==> src/hw/sgl_pkg.sv <==
// Constants for the serial gain code loader
package sgl_pkg;
	localparam int unsigned SHIFT_W = 6;
	localparam logic [5:0] CODE_MIN = 6'h01;
	localparam logic [5:0] CODE_MAX = 6'h3c;
	localparam logic [5:0] CODE_RESET = 6'h01;
	// Gain in half-dB units: code 1 is -25.5 dB, one dB per code step
	localparam int GAIN_HALF_DB_AT_MIN = -51;
	localparam int GAIN_HALF_DB_PER_CODE = 2;
	localparam int unsigned GAIN_HALF_DB_W = 8;
	// Code 1 in half-dB, two's complement
	localparam logic [7:0] GAIN_HALF_DB_RESET = 8'hcd;
	// Power state, one-hot
	typedef enum logic [2:0] {
		SGL_PWR_SLEEP = 3'h1,
		SGL_PWR_IDLE = 3'h2,
		SGL_PWR_TX = 3'h4
	} sgl_pwr_t;
endpackage : sgl_pkg

==> src/hw/sgl_sync.sv <==
// Two-flop synchroniser for one level
`timescale 1ns/10ps
`default_nettype none
module sgl_sync #(
	// Level held in reset: the pin's idle level, so release shows no edge
	parameter logic RST_VAL = 1'b0
) (
	input wire logic clk_i,
	input wire logic rst_i,
	input wire logic d_i,
	output logic q_o
);
	logic meta_q;
	logic meta_d;
	logic sync_q;
	logic sync_d;

	always_comb begin
		meta_d = d_i;
		sync_d = meta_q;
	end

	always_ff @(posedge clk_i or posedge rst_i) begin
		if (rst_i) begin
			meta_q <= RST_VAL;
			sync_q <= RST_VAL;
		end else begin
			meta_q <= meta_d;
			sync_q <= sync_d;
		end
	end

	assign q_o = sync_q;
endmodule : sgl_sync
`default_nettype wire

==> src/hw/sgl_loader.sv <==
// Serial gain code loader: shift register, gain latch, power control
`timescale 1ns/10ps
`default_nettype none
module sgl_loader (
	input wire logic clk_i,
	input wire logic rst_i,
	input wire logic serial_clk_i,
	input wire logic serial_gain_in_i,
	input wire logic load_enable_n_i,
	input wire logic transmit_enable_i,
	input wire logic sleep_n_i,
	output logic [5:0] gain_code_o,
	output logic [7:0] gain_half_db_o,
	output logic amp_enable_o,
	output logic powered_o,
	output logic output_hiz_o,
	output logic [2:0] pwr_state_o
);
	// ----------------------------------------
	// Input synchronisers
	// ----------------------------------------
	localparam int unsigned SYNC_N = 5;
	// Load enable idles high, all other pins idle low
	localparam logic [SYNC_N-1:0] SYNC_RST = 5'h04;
	logic sclk_s;
	logic sdat_s;
	logic len_n_s;
	logic transmit_enable_s;
	logic sleep_n_s;
	logic [SYNC_N-1:0] pin_raw;
	wire logic [SYNC_N-1:0] pin_sync;

	assign pin_raw = {sleep_n_i, transmit_enable_i, load_enable_n_i, serial_gain_in_i, serial_clk_i};
	assign {sleep_n_s, transmit_enable_s, len_n_s, sdat_s, sclk_s} = pin_sync;

	for (genvar gi = 0; gi < SYNC_N; gi++) begin : g_sync
		sgl_sync #(
			.RST_VAL(SYNC_RST[gi])
		) u_sync (
			.clk_i(clk_i),
			.rst_i(rst_i),
			.d_i(pin_raw[gi]),
			.q_o(pin_sync[gi])
		);
	end

	// ----------------------------------------
	// Decode helpers
	// ----------------------------------------
	// saturate above max
	function automatic logic [5:0] sat_code(input logic [5:0] raw);
		if (raw > sgl_pkg::CODE_MAX) begin
			sat_code = sgl_pkg::CODE_MAX;
		end else begin
			sat_code = raw;
		end
	endfunction : sat_code

	function automatic logic [7:0] code_to_half_db(input logic [5:0] code);
		int v;
		v = sgl_pkg::GAIN_HALF_DB_AT_MIN
			+ sgl_pkg::GAIN_HALF_DB_PER_CODE * (int'(code) - int'(sgl_pkg::CODE_MIN));
		code_to_half_db = v[7:0];
	endfunction : code_to_half_db

	// Sleep decode shared by the power and impedance outputs
	function automatic logic is_asleep(input sgl_pkg::sgl_pwr_t st);
		is_asleep = (st == sgl_pkg::SGL_PWR_SLEEP);
	endfunction : is_asleep

	// Target state from the pin levels; sleep wins over transmit
	function automatic sgl_pkg::sgl_pwr_t level_state(input logic awake, input logic tx);
		if (!awake) begin
			level_state = sgl_pkg::SGL_PWR_SLEEP;
		end else if (tx) begin
			level_state = sgl_pkg::SGL_PWR_TX;
		end else begin
			level_state = sgl_pkg::SGL_PWR_IDLE;
		end
	endfunction : level_state

	// ----------------------------------------
	// Shift register and gain latch
	// ----------------------------------------
	logic sclk_prev_q;
	logic sclk_prev_d;
	logic len_prev_q;
	logic len_prev_d;
	logic sclk_rise;
	logic len_rise;
	logic [5:0] shift_q;
	logic [5:0] shift_d;
	logic [5:0] gain_q;
	logic [5:0] gain_d;
	logic [7:0] half_db_q;
	logic [7:0] half_db_d;

	// Edge detectors on the synchronised link pins
	always_comb begin
		sclk_prev_d = sclk_s;
		len_prev_d = len_n_s;
		sclk_rise = sclk_s && !sclk_prev_q;
		len_rise = len_n_s && !len_prev_q;
	end

	always_ff @(posedge clk_i or posedge rst_i) begin
		if (rst_i) begin
			sclk_prev_q <= 1'b0;
			// Idle high avoids a false apply at release
			len_prev_q <= 1'b1;
		end else begin
			sclk_prev_q <= sclk_prev_d;
			len_prev_q <= len_prev_d;
		end
	end

	always_comb begin
		shift_d = shift_q;
		gain_d = gain_q;
		// shift on rising edge while enabled
		// shifting blocked while load enable high
		if (!len_n_s && sclk_rise) begin
			// older bits fall off the top
			shift_d = {shift_q[sgl_pkg::SHIFT_W-2:0], sdat_s};
		end
		if (len_rise) begin
			gain_d = sat_code(shift_q);
		end
		half_db_d = code_to_half_db(gain_d);
	end

	always_ff @(posedge clk_i or posedge rst_i) begin
		if (rst_i) begin
			shift_q <= '0;
			gain_q <= sgl_pkg::CODE_RESET;
			half_db_q <= sgl_pkg::GAIN_HALF_DB_RESET;
		end else begin
			shift_q <= shift_d;
			gain_q <= gain_d;
			half_db_q <= half_db_d;
		end
	end

	// ----------------------------------------
	// Power state
	// ----------------------------------------
	sgl_pkg::sgl_pwr_t pwr_q;
	sgl_pkg::sgl_pwr_t pwr_d;
	logic amp_q;
	logic amp_d;
	logic powered_q;
	logic powered_d;
	logic hiz_q;
	logic hiz_d;

	always_comb begin
		case (pwr_q)
			// sleep held while the pin is low
			sgl_pkg::SGL_PWR_SLEEP: begin
				pwr_d = level_state(sleep_n_s, transmit_enable_s);
			end
			sgl_pkg::SGL_PWR_IDLE: begin
				pwr_d = level_state(sleep_n_s, transmit_enable_s);
			end
			sgl_pkg::SGL_PWR_TX: begin
				pwr_d = level_state(sleep_n_s, transmit_enable_s);
			end
			default: begin
				pwr_d = sgl_pkg::SGL_PWR_SLEEP;
			end
		endcase
		// Decodes registered with the state so they never glitch
		// idle keeps impedance, only amplifier off
		amp_d = (pwr_d == sgl_pkg::SGL_PWR_TX);
		powered_d = !is_asleep(pwr_d);
		hiz_d = is_asleep(pwr_d);
	end

	always_ff @(posedge clk_i or posedge rst_i) begin
		if (rst_i) begin
			pwr_q <= sgl_pkg::SGL_PWR_SLEEP;
			amp_q <= 1'b0;
			powered_q <= 1'b0;
			hiz_q <= 1'b1;
		end else begin
			pwr_q <= pwr_d;
			amp_q <= amp_d;
			powered_q <= powered_d;
			hiz_q <= hiz_d;
		end
	end

	// ----------------------------------------
	// Outputs
	// ----------------------------------------
	assign gain_code_o = gain_q;
	assign gain_half_db_o = half_db_q;
	assign amp_enable_o = amp_q;
	assign powered_o = powered_q;
	assign output_hiz_o = hiz_q;
	assign pwr_state_o = pwr_q;
endmodule : sgl_loader
`default_nettype wire

==> config.mk <==
export PLATFORM = sky130hd
export DESIGN_NAME = sgl_loader
export DESIGN_NICKNAME = d
export VERILOG_FILES = /design/src/hw/sgl_pkg.sv /design/src/hw/sgl_sync.sv /design/src/hw/sgl_loader.sv
export SDC_FILE = /design/constraint.sdc
export NUM_CORES = 1
export LEC_CHECK = 0
export ABC_AREA = 1
export BUFFER_PORTS_ARGS = -buffer_cell sky130_fd_sc_hd__clkbuf_2
export CAP_MARGIN = 20
export CORE_UTILIZATION = 58
export CTS_CLUSTER_DIAMETER = 100
export DETAILED_ROUTE_END_ITERATION = 7
export HOLD_SLACK_MARGIN = 0.1
export PLACE_DENSITY = 0.82
export SYNTH_ARGS = -nofsm -noshare
export SYNTH_HDL_FRONTEND = slang
export SYNTH_SLANG_ARGS = --single-unit
==> constraint.sdc <==
create_clock -name clk_i -period 6.47 [get_ports clk_i]
set_clock_uncertainty 0.05 [all_clocks]
set_input_delay 1.294 -clock clk_i [delete_from_list [all_inputs] [get_ports clk_i]]
set_output_delay 1.294 -clock clk_i [all_outputs]
set_load 0.02 [all_outputs]
# Word-level counts from Yosys, hierarchy flattened
# Index checks and enable logic that the tools add are counted.
[totals]
regBits = 38
in_bits = 7
out_inout_bits = 20
elab_cells = 40
[op_classes]
add_sub_neg = 2
n_lt_le_gt_ge = 1
eq_ne = 5
mux = 5
n_reduce_logical = 8
[op_table]
columns = ["cell", "n"]
rows = [
  ["2-to-1 mux 6 bit", 2],
  ["2-to-1 mux 3 bit", 3],
  ["adder 7 x 8 -> 8 bit, first input constant", 1],
  ["subtractor 6 x 1 -> 7 bit, second input constant", 1],
  ["equality test 3 x 1 -> 1 bit, second input constant", 2],
  ["equality test 3 bit, second input constant", 2],
  ["> comparator 6 bit, second input constant", 1],
  ["zero test 1 bit", 4],
  ["equality test 3 x 2 -> 1 bit, second input constant", 1],
  ["logical AND 1 bit", 3],
  ["OR reduction 3 bit", 1],
]

# Longest topological paths before layout
# Gate-level depths: netlist of run 1.
[logic_depth]
depth_word = 5
depth_mapped = 15

# By module
# Synthesis of run 1 repeated with hierarchy kept, for this count alone.
[unflattened]
hier_cells = 143
area_unflattened_um2 = 1569.0
[by_module_without_submodules]
columns = ["module", "instances", "cells_per_inst", "area_per_inst_um2"]
rows = [
  ["sgl_loader", 1, 128, 1297.5],
  ["sgl_sync at g_sync[0].u_sync ...", 4, 3, 53.8],
  ["sgl_sync at g_sync[2].u_sync", 1, 3, 56.3],
]

# Worst setup path before layout of run 1
# No wires, ideal clock.
[synth_timing]
path_kind = "reg-to-reg"
start = "reg g_sync[2].u_sync.sync_q"
end = "reg half_db_q[6], in the netlist gain_half_db_o[6]"
setup_time_ps = 79
arrival_time_ps = 1940
slack_ps = 4401
stages_incl_launch_ff = 14
path_buffers = 1
period_less_slack_ps = 2069
cell_sequence = "dfstp_2 > nand2_4 > buf_12 > nor2_2 > nand2_2 > nand2_1 > inv_1 > ha_1 > xor2_1 > ha_1 > inv_1 > nand2_4 > o21ai_1 > nand2_1"
[synth_between]
elab_chain_cells = 4
[synth_lines]
columns = ["element", "line", "source"]
rows = [
  ["from (decl)", "sgl_sync.sv:15", "logic sync_q;"],
  ["from (signal assigned)", "sgl_sync.sv:29", "sync_q <= sync_d;"],
  ["logical AND 1 bit", "sgl_loader.sv:103", "len_rise = len_n_s && !len_prev_q;"],
  ["2-to-1 mux 6 bit", "sgl_loader.sv:126", "if (len_rise) begin"],
  ["net gain_d[1]", "sgl_loader.sv:94", "logic [5:0] gain_d;"],
  ["subtractor 6 x 1 -> 7 bit", "sgl_loader.sv:62", "+ sgl_pkg::GAIN_HALF_DB_PER_CODE * (int'(code) - int'(sgl_pkg::CODE_MIN));"],
  ["adder 7 x 8 -> 8 bit", "sgl_loader.sv:62", ""],
  ["net half_db_d[6]", "sgl_loader.sv:96", "logic [7:0] half_db_d;"],
  ["to (signal assigned)", "sgl_loader.sv:136", "half_db_q <= sgl_pkg::GAIN_HALF_DB_RESET;"],
  ["to (signal assigned)", "sgl_loader.sv:140", "half_db_q <= half_db_d;"],
  ["to (decl)", "sgl_loader.sv:95", "logic [7:0] half_db_q;"],
]
# The timed path passes the listed nets, and every way through them passes these cells.
# A chain may end at the register's enable or synchronous reset.

# Worst setup path after layout of run 1
[layout_timing]
start = "reg pwr_q[0], in the netlist pwr_state_o[0]"
end = "out pwr_state_o[0]"
[layout_rtl]
columns = ["element", "line", "source"]
rows = [
  ["from (decl)", "sgl_loader.sv:147", "sgl_pkg::sgl_pwr_t pwr_q;"],
  ["from (signal assigned)", "sgl_loader.sv:181", "pwr_q <= sgl_pkg::SGL_PWR_SLEEP;"],
  ["from (signal assigned)", "sgl_loader.sv:186", "pwr_q <= pwr_d;"],
  ["to (decl)", "sgl_loader.sv:17", "output logic [2:0] pwr_state_o"],
]
# No word-level cell between the ends.

==> impl_metrics.tcl, run 1 <==
set metrics [dict create \
    finalSetupTns_ns 0 \
    fp.dieArea_um2 2880 \
    start_util_pct 62.0 \
    slew_violations 0 \
    hp-start "g_sync[3].u_sync.meta_q" \
    drt-initial-drc-count 9 \
    synthToLayoutAreaGrowth_pct 13.5 \
    hold_worst_path_end "g_sync[3].u_sync.q_o" \
    synth_flop_cell "sky130_fd_sc_hd__dfrtp_1" \
    min_path_cells 0 \
    net_count_final 177 \
    p_leak_uw 0.000891 \
    worst_reg2reg_setup_slack_ns 4.21 \
    post_synth_inst_count 138 \
    dp.final_hpwl_mm 1.85 \
    synth_area_per_cell_um2 11.2 \
    regToRegEndpoint "gain_half_db_o[6]" \
    irDropWorstVdd_mv 0.292 \
    core-area_um2 2500 \
    ffs_w_async_s_r_synth_pct 100 \
    rows 18 \
    number_of_nets_with_antenna_violations_after_routing 0 \
    status "finished clean" \
    total_clock_buffers_created_by_cts 5 \
    cts.reportedPaths.clkPinSlew_ns 0.11 \
    cts.htree.levels 2 \
    finalCritPeriodShare_pct 37.0 \
    cp_data_required_time_ns 5.13 \
    totalPowerFinal_uw 712 \
    ys_types 28 \
    synth_enable_flop_cells 0 \
    post-route-min-period_ns 2.39 \
    post_cts.resized_instances 0 \
    antenna_cells_inserted 0 \
    ys_ff_latch 37 \
    hold_buffers 0 \
    grt_pass1_wl_mm 3.85 \
    drv.max_cap_violation_count 0 \
    power_density_nw_per_um2 405 \
    clock_root_cell "sky130_fd_sc_hd__clkbuf_4" \
    hold_class "reg2reg" \
    yosys_warning_total 0 \
    setup-violations-final 0 \
    critical-path-slowest-cell "sky130_fd_sc_hd__dfstp_2" \
    portBuffers 25 \
    syn-cell-area_um2 1550 \
    critical_path_buf_inv_count 1 \
    drt_first_pass_iters 4 \
    area_share_of_the_largest_cell_type_after_synthesis_pct 43.6 \
    grtUsageTotal_pct 19.9 \
    timing.reg2reg.worst_path_depth 12 \
    initial_antenna_violation_count 0 \
    post_drt_wl_per_cell_um 12.3 \
    numPlacedInstances 191 \
    yosysTopAreaCell "sky130_fd_sc_hd__dfrtp_1" \
    drc 0 \
    cts_tree "built" \
    grt_pass1_vias 899 \
    cts.repair_timing.setup_buffer_count 0 \
    cp_cell_sequence "clkbuf_2" \
    place_congestion 0.800 \
    clkLatencyLatePin_ns 0.32 \
    clock_sink_count 37 \
    crit_path_max_fanout 3 \
    layout.filler_cells 188 \
    postRouteWirelength_mm 2.45 \
    start_kind "flop" \
    route.detailed.vias_per_inst 4.96 \
    cp.arrival_ns 1.05 \
    grt_setup_unrepaired "no" \
    detailroute.via_count 988 \
    family_of_cells_with_the_greatest_summed_delay_on_the_critical_path "flip-flops" \
    grt_start_max_net_pins 38 \
    die-height_um 53.7 \
    fp.dieW_um 53.7 \
    finalInstanceArea_um2 1760 \
    syn-num-nets 147 \
    io-pin-count 27 \
    final-instance-count-excl-fill 199 \
    layout-drive-gt1-share_pct 42.6 \
    synth.area.top_cells "sky130_fd_sc_hd__dfrtp_1 44%, sky130_fd_sc_hd__dfstp_2 17%, sky130_fd_sc_hd__nand2_1 5.3%" \
    cp-end-kind "output pin" \
    rr_startpoint "g_sync[2].u_sync.q_o" \
    timing.setup.critical_path_class "reg2out" \
    synth.yosys.seq_area_share_pct 60.5 \
    fmax_mhz 418 \
    placed_area_um2 1690 \
    timing.final.hold_violations 0 \
    final_util_pct 70.4 \
    grt.overflow.total 0 \
    critical_path.max_stage_delay_ns 0.56 \
    cts_buffer_depth 2 \
]
## metal layers
| metal | vias up | GRT usage, % | share of wire, % |
|---|---|---|---|
| met2 | 21 | 32.5 | 52 |
| met4 | 0 | 10.5 | 1.2 |
| met3 | 2 | 5.93 | 3.8 |
| li1 | 485 | - | - |
| met1 | 480 | 23.5 | 43 |
| met5 | - | 0 | 0 |
## how the worst max path moves through the flow
| stage | start | slack, ns | depth (start not counted) | end |
|---|---|---|---|---|
| after floorplan | rst_i | 4.31 | 1 | amp_enable_o |
| after global placement | g_sync[2].u_sync.q_o | 4.36 | 12 | gain_half_db_o[6] |
| after detailed placement | g_sync[2].u_sync.q_o | 4.22 | 12 | gain_half_db_o[6] |
| after CTS | pwr_state_o[0] | 4.07 | 1 | pwr_state_o[0] |
| after global routing | pwr_state_o[0] | 4.02 | 1 | pwr_state_o[0] |
| final | pwr_state_o[0] | 4.08 | 1 | pwr_state_o[0] |
## power by group
| part | internal, uW | switching, uW |
|---|---|---|
| registers | 298 | 27.8 |
| clock network | 63.0 | 67.8 |
| logic | 83.1 | 172 |
| total | 444 | 268 |
## state kept, by name, summed over array words and instances, names as in the netlist
name,count
powered_o,1
amp_enable_o,1
gain_code_o,6
gain_half_db_o,7
pwr_state_o,3
g_sync.u_sync.meta_q,5
len_prev_q,1
output_hiz_o,1
g_sync.u_sync.q_o,5
sclk_prev_q,1
shift_q,6
## layout by cell type (no fill, tap or decap), drive strengths merged, types with 2 or more instances in the layout
cell type | netlist | routed
inv | 20 | 20
clkbuf | 1 | 32
ha | 2 | 2
a21oi | 3 | 3
nand3 | 7 | 7
dfstp | 10 | 10
xor2 | 3 | 3
o21ai | 11 | 11
nand2 | 35 | 35
nor2 | 11 | 11
dfrtp | 27 | 27
nand4 | 2 | 2
## stage by stage
stage | setup WS, ns | hold slack, ns
5_1_grt | 4.02 | 0.316
3_5_place_dp | 4.22 | 0.291
6_report | 4.08 | 0.311
4_1_cts | 4.07 | 0.312
2_1_floorplan | 4.31 | 0.281
3_3_place_gp | 4.36 | 0.283
## final cells by class
class | instances | area [um2] | share of cell area (%)
clock buffers | 7 | 65.1 | 3.70
clock inverters | 1 | 5.00 | 0.284
inverters | 20 | 75.1 | 4.27
multi-input cells | 78 | 505 | 28.7
flip-flops and latches | 37 | 938 | 53.3
well taps | 30 | 37.5 | 2.13
repair buffers | 26 | 133 | 7.54
## kinds of logic after synthesis
family                   share of synthesized area, %
XOR/XNOR                                         1.70
AO/OA/AOI/OAI                                    7.18
other                                           0.242
buffers and inverters                            6.86
AND/OR/NAND/NOR                                  21.9
adder cells (fa/ha/maj)                          1.61
flip-flops                                       60.5
## cells in the mapped netlist (all sizes together), types with 2 or more instances
master,number
xor2,3
o21ai,11
inv,20
nor2,11
nand3,7
nand4,2
nand2,35
ha,2
buf,2
a21oi,3
dfrtp,27
dfstp,10
Note: power is estimated with default switching activity, not from simulation.
==> run 2: changes to the inputs <==
--- a/config.mk
+++ b/config.mk
@@ -5,14 +5,14 @@
 export SDC_FILE = /design/constraint.sdc
 export NUM_CORES = 1
 export LEC_CHECK = 0
-export ABC_AREA = 1
+export ABC_AREA = 0
 export BUFFER_PORTS_ARGS = -buffer_cell sky130_fd_sc_hd__clkbuf_2
 export CAP_MARGIN = 20
-export CORE_UTILIZATION = 58
+export CORE_UTILIZATION = 48
 export CTS_CLUSTER_DIAMETER = 100
 export DETAILED_ROUTE_END_ITERATION = 7
 export HOLD_SLACK_MARGIN = 0.1
-export PLACE_DENSITY = 0.82
+export PLACE_DENSITY = 0.73
 export SYNTH_ARGS = -nofsm -noshare
 export SYNTH_HDL_FRONTEND = slang
 export SYNTH_SLANG_ARGS = --single-unit
==> constraint.sdc (replaced) <==
create_clock -name clk_i -period 2 [get_ports clk_i]
set_clock_uncertainty 0.05 [all_clocks]
set_input_delay 0.4 -clock clk_i [delete_from_list [all_inputs] [get_ports clk_i]]
set_output_delay 0.4 -clock clk_i [all_outputs]
set_load 0.02 [all_outputs]
==> run 2 against run 1 <==
Against the previous run:
- combinational power rose to 4.5 times the previous value
- clock-buffer cell count down 1
- power rose to 3.9 times the previous value
- register-to-register slack worse by 4.1 ns
- final area up 4.6%
- sequential cell count unchanged
- first-iteration DRC count unchanged
- clock power rose to 3.8 times the previous value
- critical path depth up 5
- largest power group is now combinational cells
- highest routed layer unchanged
==> impl_metrics.tcl, run 2 <==
set metrics [dict create \
    clock_root_cell "sky130_fd_sc_hd__clkbuf_4" \
    worst_pin_slew_ns 0.494 \
    fp.dieArea_um2 3160 \
    area_share_of_the_largest_cell_type_after_synthesis_pct 47.9 \
    grt.overflow.total 0 \
    synth.yosys.seq_area_share_pct 66.5 \
    portBuffers 25 \
    final_cell_mix "27 x sky130_fd_sc_hd__dfrtp_1, 25 x sky130_fd_sc_hd__clkbuf_2, 14 x sky130_fd_sc_hd__buf_4, 10 x sky130_fd_sc_hd__dfstp_2, 8 x sky130_fd_sc_hd__mux2_2" \
    number_of_nets_with_antenna_violations_after_routing 0 \
    crit_path_max_fanout 7 \
    route.detailed.vias_per_inst 4.84 \
    ys_ff_latch 37 \
    place_congestion 0.778 \
    start_util_pct 50.7 \
    irDropWorstVdd_mv 1.14 \
    grt_pass1_vias 886 \
    synth_simple_gate_area_share_pct 9.94 \
    layout_commonest_cell "sky130_fd_sc_hd__dfrtp_1" \
    finalInstanceArea_um2 1840 \
    timing.reg2reg.worst_path_depth 6 \
    synth_fa_ha_area_share_pct 1.77 \
    rr_startpoint "len_prev_q" \
    fmax_mhz 517 \
    grt_most_used_layer "met2" \
    p_leak_uw 0.000886 \
    grt_util_met3_pct 4.88 \
    worst_reg2reg_setup_slack_ns 0.07 \
    yosys_warning_total 0 \
    placed_area_um2 1650 \
    maxSlewHeadroom_pct 66.8 \
    setup.worst_path.start "len_prev_q" \
    setup-violations-final 0 \
    synth_top_family_by_area "simple AND/OR/NAND/NOR gates" \
    clock_sink_count 37 \
    synth.top_cells.by_count "27 x sky130_fd_sc_hd__dfrtp_1, 10 x sky130_fd_sc_hd__dfstp_2, 9 x sky130_fd_sc_hd__mux2_2" \
    largest_reg_flops 7 \
    cts_tree "built" \
    cts.reportedPaths.clkPinSlew_ns 0.11 \
    most_frequent_cell_after_synthesis "sky130_fd_sc_hd__dfrtp_1" \
    start_kind "flop" \
    synth.area.top_cells "sky130_fd_sc_hd__dfrtp_1 48%, sky130_fd_sc_hd__dfstp_2 19%, sky130_fd_sc_hd__mux2_2 7.2%" \
    status "finished clean" \
    total_clock_buffers_created_by_cts 5 \
    synth_flop_cell "sky130_fd_sc_hd__dfrtp_1" \
    post_drt_wl_per_cell_um 11.8 \
    slew_violations 0 \
    drt-initial-drc-count 9 \
    detailroute.via_count 861 \
    timing.setup.critical_path_class "reg2reg" \
    cts.htree.levels 2 \
    cp-end-kind "flop" \
    core-area_um2 2780 \
    ffs_w_async_s_r_synth_pct 100 \
    synth_enable_flop_cells 0 \
    initial_antenna_violation_count 0 \
    grt_start_max_net_pins 38 \
    postRouteWirelength_mm 2.10 \
    hold_class "in2reg" \
    cp.arrival_ns 2.15 \
    rows 19 \
    grt_setup_unrepaired "yes" \
    power_density_nw_per_um2 1490 \
    layout-drive-gt1-share_pct 53.7 \
    grt_util_met1_pct 17.6 \
    multiInputGateArea_um2 479 \
    synth_area_per_cell_um2 14.5 \
    fp.dieW_um 56.2 \
    layout.filler_cells 203 \
    clkLatencyLatePin_ns 0.33 \
    min_path_cells 1 \
    post_synth_xor_area_fraction_pct 5.50 \
    groute.layer.met2.usage_pct 27.2 \
    final_util_pct 66.1 \
    syn-num-nets 106 \
    syn-cell-area_um2 1410 \
    cts_buffer_depth 2 \
    dp.final_hpwl_mm 1.48 \
    ys_types 30 \
    post_synth_inst_count 97 \
    synthToLayoutAreaGrowth_pct 30.4 \
    hp-start "sleep_n_i" \
    grtUsageTotal_pct 16.0 \
    finalCritPeriodShare_pct 96.7 \
    drc 0 \
    net_count_final 155 \
    multiplexer_share_of_the_synthesized_area_pct 8.96 \
    cp_data_required_time_ns 2.21 \
    antenna_cells_inserted 0 \
    drv.max_cap_violation_count 0 \
    grt_pass1_wl_mm 3.73 \
    drt_first_pass_iters 4 \
    post-route-min-period_ns 1.93 \
    yosysTopAreaCell "sky130_fd_sc_hd__dfrtp_1" \
    register_area_um2 938 \
    timing.final.hold_violations 0 \
    io-pin-count 27 \
    synth_compound_gate_area_share_pct 4.08 \
    die-height_um 56.2 \
    whs_ns 0.119 \
]
[run 2: changes by cell type after synthesis, moves of 4 or more]
cell	before	now
sky130_fd_sc_hd__nand2_1	22	3
sky130_fd_sc_hd__inv_1	19	6
sky130_fd_sc_hd__mux2_2	0	9
sky130_fd_sc_hd__nand2_2	8	0
sky130_fd_sc_hd__nand2_4	5	0
sky130_fd_sc_hd__nand3_1	5	1
sky130_fd_sc_hd__xnor2_1	0	4
[run 2: worst max-delay path, cell delays in order (launching register included)]
cell                       delay (ns)
sky130_fd_sc_hd__dfstp_2         0.53
sky130_fd_sc_hd__nand2b_4        0.17
sky130_fd_sc_hd__mux2_4          0.35
sky130_fd_sc_hd__nor3b_4         0.22
sky130_fd_sc_hd__xor2_2          0.20
sky130_fd_sc_hd__nor3b_2         0.21
sky130_fd_sc_hd__xnor2_1         0.14
[run 2: kinds of logic after synthesis]
logic type,count (synthesis)
other,1
flip-flops,37
adder cells (fa/ha/maj),2
AO/OA/AOI/OAI,8
XOR/XNOR,8
multiplexers,11
buffers and inverters,8
AND/OR/NAND/NOR,22
[run 2: final timing paths]
path	endpoint
setup / recovery	gain_half_db_o[6]
hold / removal	g_sync[4].u_sync.meta_q
setup reg to reg	gain_half_db_o[6]
hold reg to reg	g_sync[3].u_sync.q_o
max in group asynchronous	gain_half_db_o[6]
min in group asynchronous	g_sync[4].u_sync.q_o
[run 2: timing repair]
item / in CTS / in global routing
pin swaps: 1 / 6
hold endpoints to repair: 31 / 0
resized for setup: 9 / 3
setup buffers: 0 / 2
hold buffers: 5 / 0
endpoints found under the setup margin: 4 / 4
[run 2: final cells by class]
cell class,instances,area share [%]
Inverter,6,1.22
Sequential cell,37,51.0
Timing Repair Buffer,44,15.2
Clock buffer,6,2.24
Tap cell,31,2.11
Clock inverter,2,2.11
Multi-Input combinational cell,52,26.1
[run 2: stage by stage]
stage / std cells / worst slack, ns / TNS (ns) / total power, uW
5_1_grt: 178 / -0.0364 / -0.0364 / 2920
2_1_floorplan: 97 / 0.0141 / 0 / 1820
3_3_place_gp: 163 / -0.0684 / -0.0964 / 2160
4_1_cts: 176 / 0.0180 / 0 / 2730
6_report: 178 / 0.0662 / 0 / 2750
3_5_place_dp: 163 / -0.116 / -0.241 / 2180
[run 2: per-layer routing]
metal | vias up | share of wire [%]
met1 | 415 | 44
met3 | 7 | 3.8
met5 | - | 0
met4 | 0 | 2.5
li1 | 422 | -
met2 | 17 | 50
[run 2: where the power goes]
part	total, uW	switching [uW]	leakage [uW]	internal, uW
Sequential	1100	103	0.000433	993
Combinational	1150	586	0.000411	565
Clock	501	235	0.0000424	266
Total	2750	924	0.000886	1820
==> run 3: changes to the inputs <==
--- a/config.mk
+++ b/config.mk
@@ -8,11 +8,11 @@
 export ABC_AREA = 0
 export BUFFER_PORTS_ARGS = -buffer_cell sky130_fd_sc_hd__clkbuf_2
 export CAP_MARGIN = 20
-export CORE_UTILIZATION = 48
+export CORE_UTILIZATION = 53
 export CTS_CLUSTER_DIAMETER = 100
 export DETAILED_ROUTE_END_ITERATION = 7
 export HOLD_SLACK_MARGIN = 0.1
-export PLACE_DENSITY = 0.73
+export PLACE_DENSITY = 0.77
 export SYNTH_ARGS = -nofsm -noshare
 export SYNTH_HDL_FRONTEND = slang
 export SYNTH_SLANG_ARGS = --single-unit
==> constraint.sdc (replaced) <==
create_clock -name clk_i -period 2.1 [get_ports clk_i]
set_clock_uncertainty 0.05 [all_clocks]
set_input_delay 0.42 -clock clk_i [delete_from_list [all_inputs] [get_ports clk_i]]
set_output_delay 0.42 -clock clk_i [all_outputs]
set_load 0.02 [all_outputs]
==> run 3 against run 2 <==
Against the previous run:
- first-iteration DRC count is 11% higher
- worst hold slack gained 0.0046 ns
- final cell count is 4.5% lower
- clock-buffer cell count down 1
- fmax down 3.4%
- utilization increased by 4.3 points
- via count is 1.2% lower
- wire length rose by 8.0%
- sequential share of layout area increased by 2.3 points
- non-clock buffer count fell by 7
- register-to-register slack improved by 0.03 ns
- combinational power decreased by 13%
- largest cell class unchanged
- largest power group is now registers
==> impl_metrics.tcl, run 3 (synthesis gave the netlist of run 2 again) <==
set metrics [dict create \
    drt_first_pass_iters 4 \
    post-route-min-period_ns 2.00 \
    grtUsageTotal_pct 19.3 \
    cts_tree "built" \
    hold_class "in2reg" \
    slew_violations 0 \
    drc 0 \
    clock_sink_count 37 \
    grt_pass1_vias 794 \
    timing.final.hold_violations 0 \
    drv.max_cap_violation_count 0 \
    route.detailed.vias_per_inst 5.01 \
    start_util_pct 56.4 \
    finalInstanceArea_um2 1760 \
    cp.arrival_ns 2.22 \
    cp_data_required_time_ns 2.32 \
    portBuffers 25 \
    net_count_final 148 \
    cts.htree.levels 2 \
    post_drt_wl_per_cell_um 13.4 \
    power_density_nw_per_um2 1370 \
    totalPowerFinal_uw 2400 \
    core-area_um2 2500 \
    drt-initial-drc-count 10 \
    placed_area_um2 1590 \
    grt.overflow.total 0 \
    irDropWorstVdd_mv 1.03 \
    largest_reg_flops 7 \
    final-instance-count-excl-fill 170 \
    timing.setup.critical_path_class "reg2reg" \
    numPlacedInstances 155 \
    dp.final_hpwl_mm 1.51 \
    place_congestion 0.773 \
    postRouteWirelength_mm 2.27 \
    crit_path_max_fanout 7 \
    fp.dieW_um 53.6 \
    layout-drive-gt1-share_pct 51.4 \
    die-height_um 53.6 \
    critical_path_buf_inv_count 1 \
    grt_pass1_wl_mm 3.58 \
    critical_path.max_stage_delay_ns 0.53 \
    cts.reportedPaths.clkPinSlew_ns 0.11 \
    p_leak_uw 0.000838 \
    fmax_mhz 499 \
    setup-violations-final 0 \
    number_of_nets_with_antenna_violations_after_routing 0 \
    cts_buffer_depth 2 \
    final_cell_mix "27 x sky130_fd_sc_hd__dfrtp_1, 25 x sky130_fd_sc_hd__clkbuf_2, 10 x sky130_fd_sc_hd__dfstp_2, 9 x sky130_fd_sc_hd__mux2_2" \
    cp-end-kind "flop" \
    io-pin-count 27 \
    status "finished clean" \
    critical-path-slowest-cell "sky130_fd_sc_hd__dfstp_2" \
    layout_commonest_cell "sky130_fd_sc_hd__dfrtp_1" \
    detailroute.via_count 851 \
    start_kind "flop" \
    clkLatencyLatePin_ns 0.34 \
    family_of_cells_with_the_greatest_summed_delay_on_the_critical_path "simple AND/OR/NAND/NOR gates" \
    synthToLayoutAreaGrowth_pct 24.8 \
    rows 18 \
    grt_setup_unrepaired "yes" \
    initial_antenna_violation_count 0 \
    clock_root_cell "sky130_fd_sc_hd__clkbuf_4" \
    fp.dieArea_um2 2870 \
    total_clock_buffers_created_by_cts 5 \
    finalCritPeriodShare_pct 95.4 \
    cp_cell_sequence "nand2b_4 -> nor2_4 -> a22o_2 -> inv_1 -> ha_4 -> nand2_2 -> xor2_1 -> nor3b_2 -> xnor2_1" \
    grt_start_max_net_pins 38 \
    antenna_cells_inserted 0 \
]
## run 3: metrics by stage
step                      worst slack, ns  setup TNS (ns)  hold WS [ns]  util [%]
after detailed placement          -0.0477         -0.0493         0.285      63.7
after global routing              -0.0269         -0.0354         0.105      70.4
after global placement             0.0687               0         0.282      63.7
after CTS                         0.00901               0         0.112      66.8
final                              0.0972               0         0.124      70.4
after floorplan                     0.114               0         0.281         -
## run 3: worst reg2reg max path, delay by kind of cell (launching register included)
family	cells	cell delay, ns
AO/OA/AOI/OAI	1	0.21
XOR/XNOR	2	0.31
adder cells (fa/ha/maj)	1	0.18
buffers and inverters	1	0.12
flip-flops	1	0.53
AND/OR/NAND/NOR	4	0.54
## run 3: worst paths after layout
check	from	end	slack [ns]	depth (start not counted)
setup / recovery	len_prev_q	gain_half_db_o[6]	0.1	9
hold / removal	serial_gain_in_i	g_sync[1].u_sync.meta_q	0.12	1
setup reg to reg	len_prev_q	gain_half_db_o[6]	0.1	9
hold reg to reg	g_sync[3].u_sync.meta_q	g_sync[3].u_sync.q_o	0.31	0
max in group asynchronous	rst_i	len_prev_q	1.02	4
min in group asynchronous	rst_i	gain_half_db_o[1]	0.64	4
## run 3: final cells by class
type	count	area, um2
clock buffer	5	37.5
clock inverter	3	17.5
fill	164	739
inverter	6	22.5
multi-input combinational	52	475
sequential	37	938
tap	30	37.5
timing repair buffer	37	231
## run 3: what timing repair did
item,4_1_cts,5_1_grt
hold buffers,2,3
pin swaps,0,2
endpoints found under the hold margin,28,3
setup endpoints to repair,2,4
gates resized for setup,1,10
setup buffers,0,2
## run 3: report_power, final
part	switching, uW	internal [uW]
clock network	226	126
registers	105	946
logic	549	451
## run 3: per-layer routing
layer  wire [um]  global-route usage (%)  part of all wire [%]  up-vias
li1            -                       -                     -      410
met1         976                    21.7                    43      418
met2        1170                    29.4                    51       19
met3          89                    9.04                   3.9        4
met4          36                    12.3                   1.6        0
met5           0                       0                     0        -
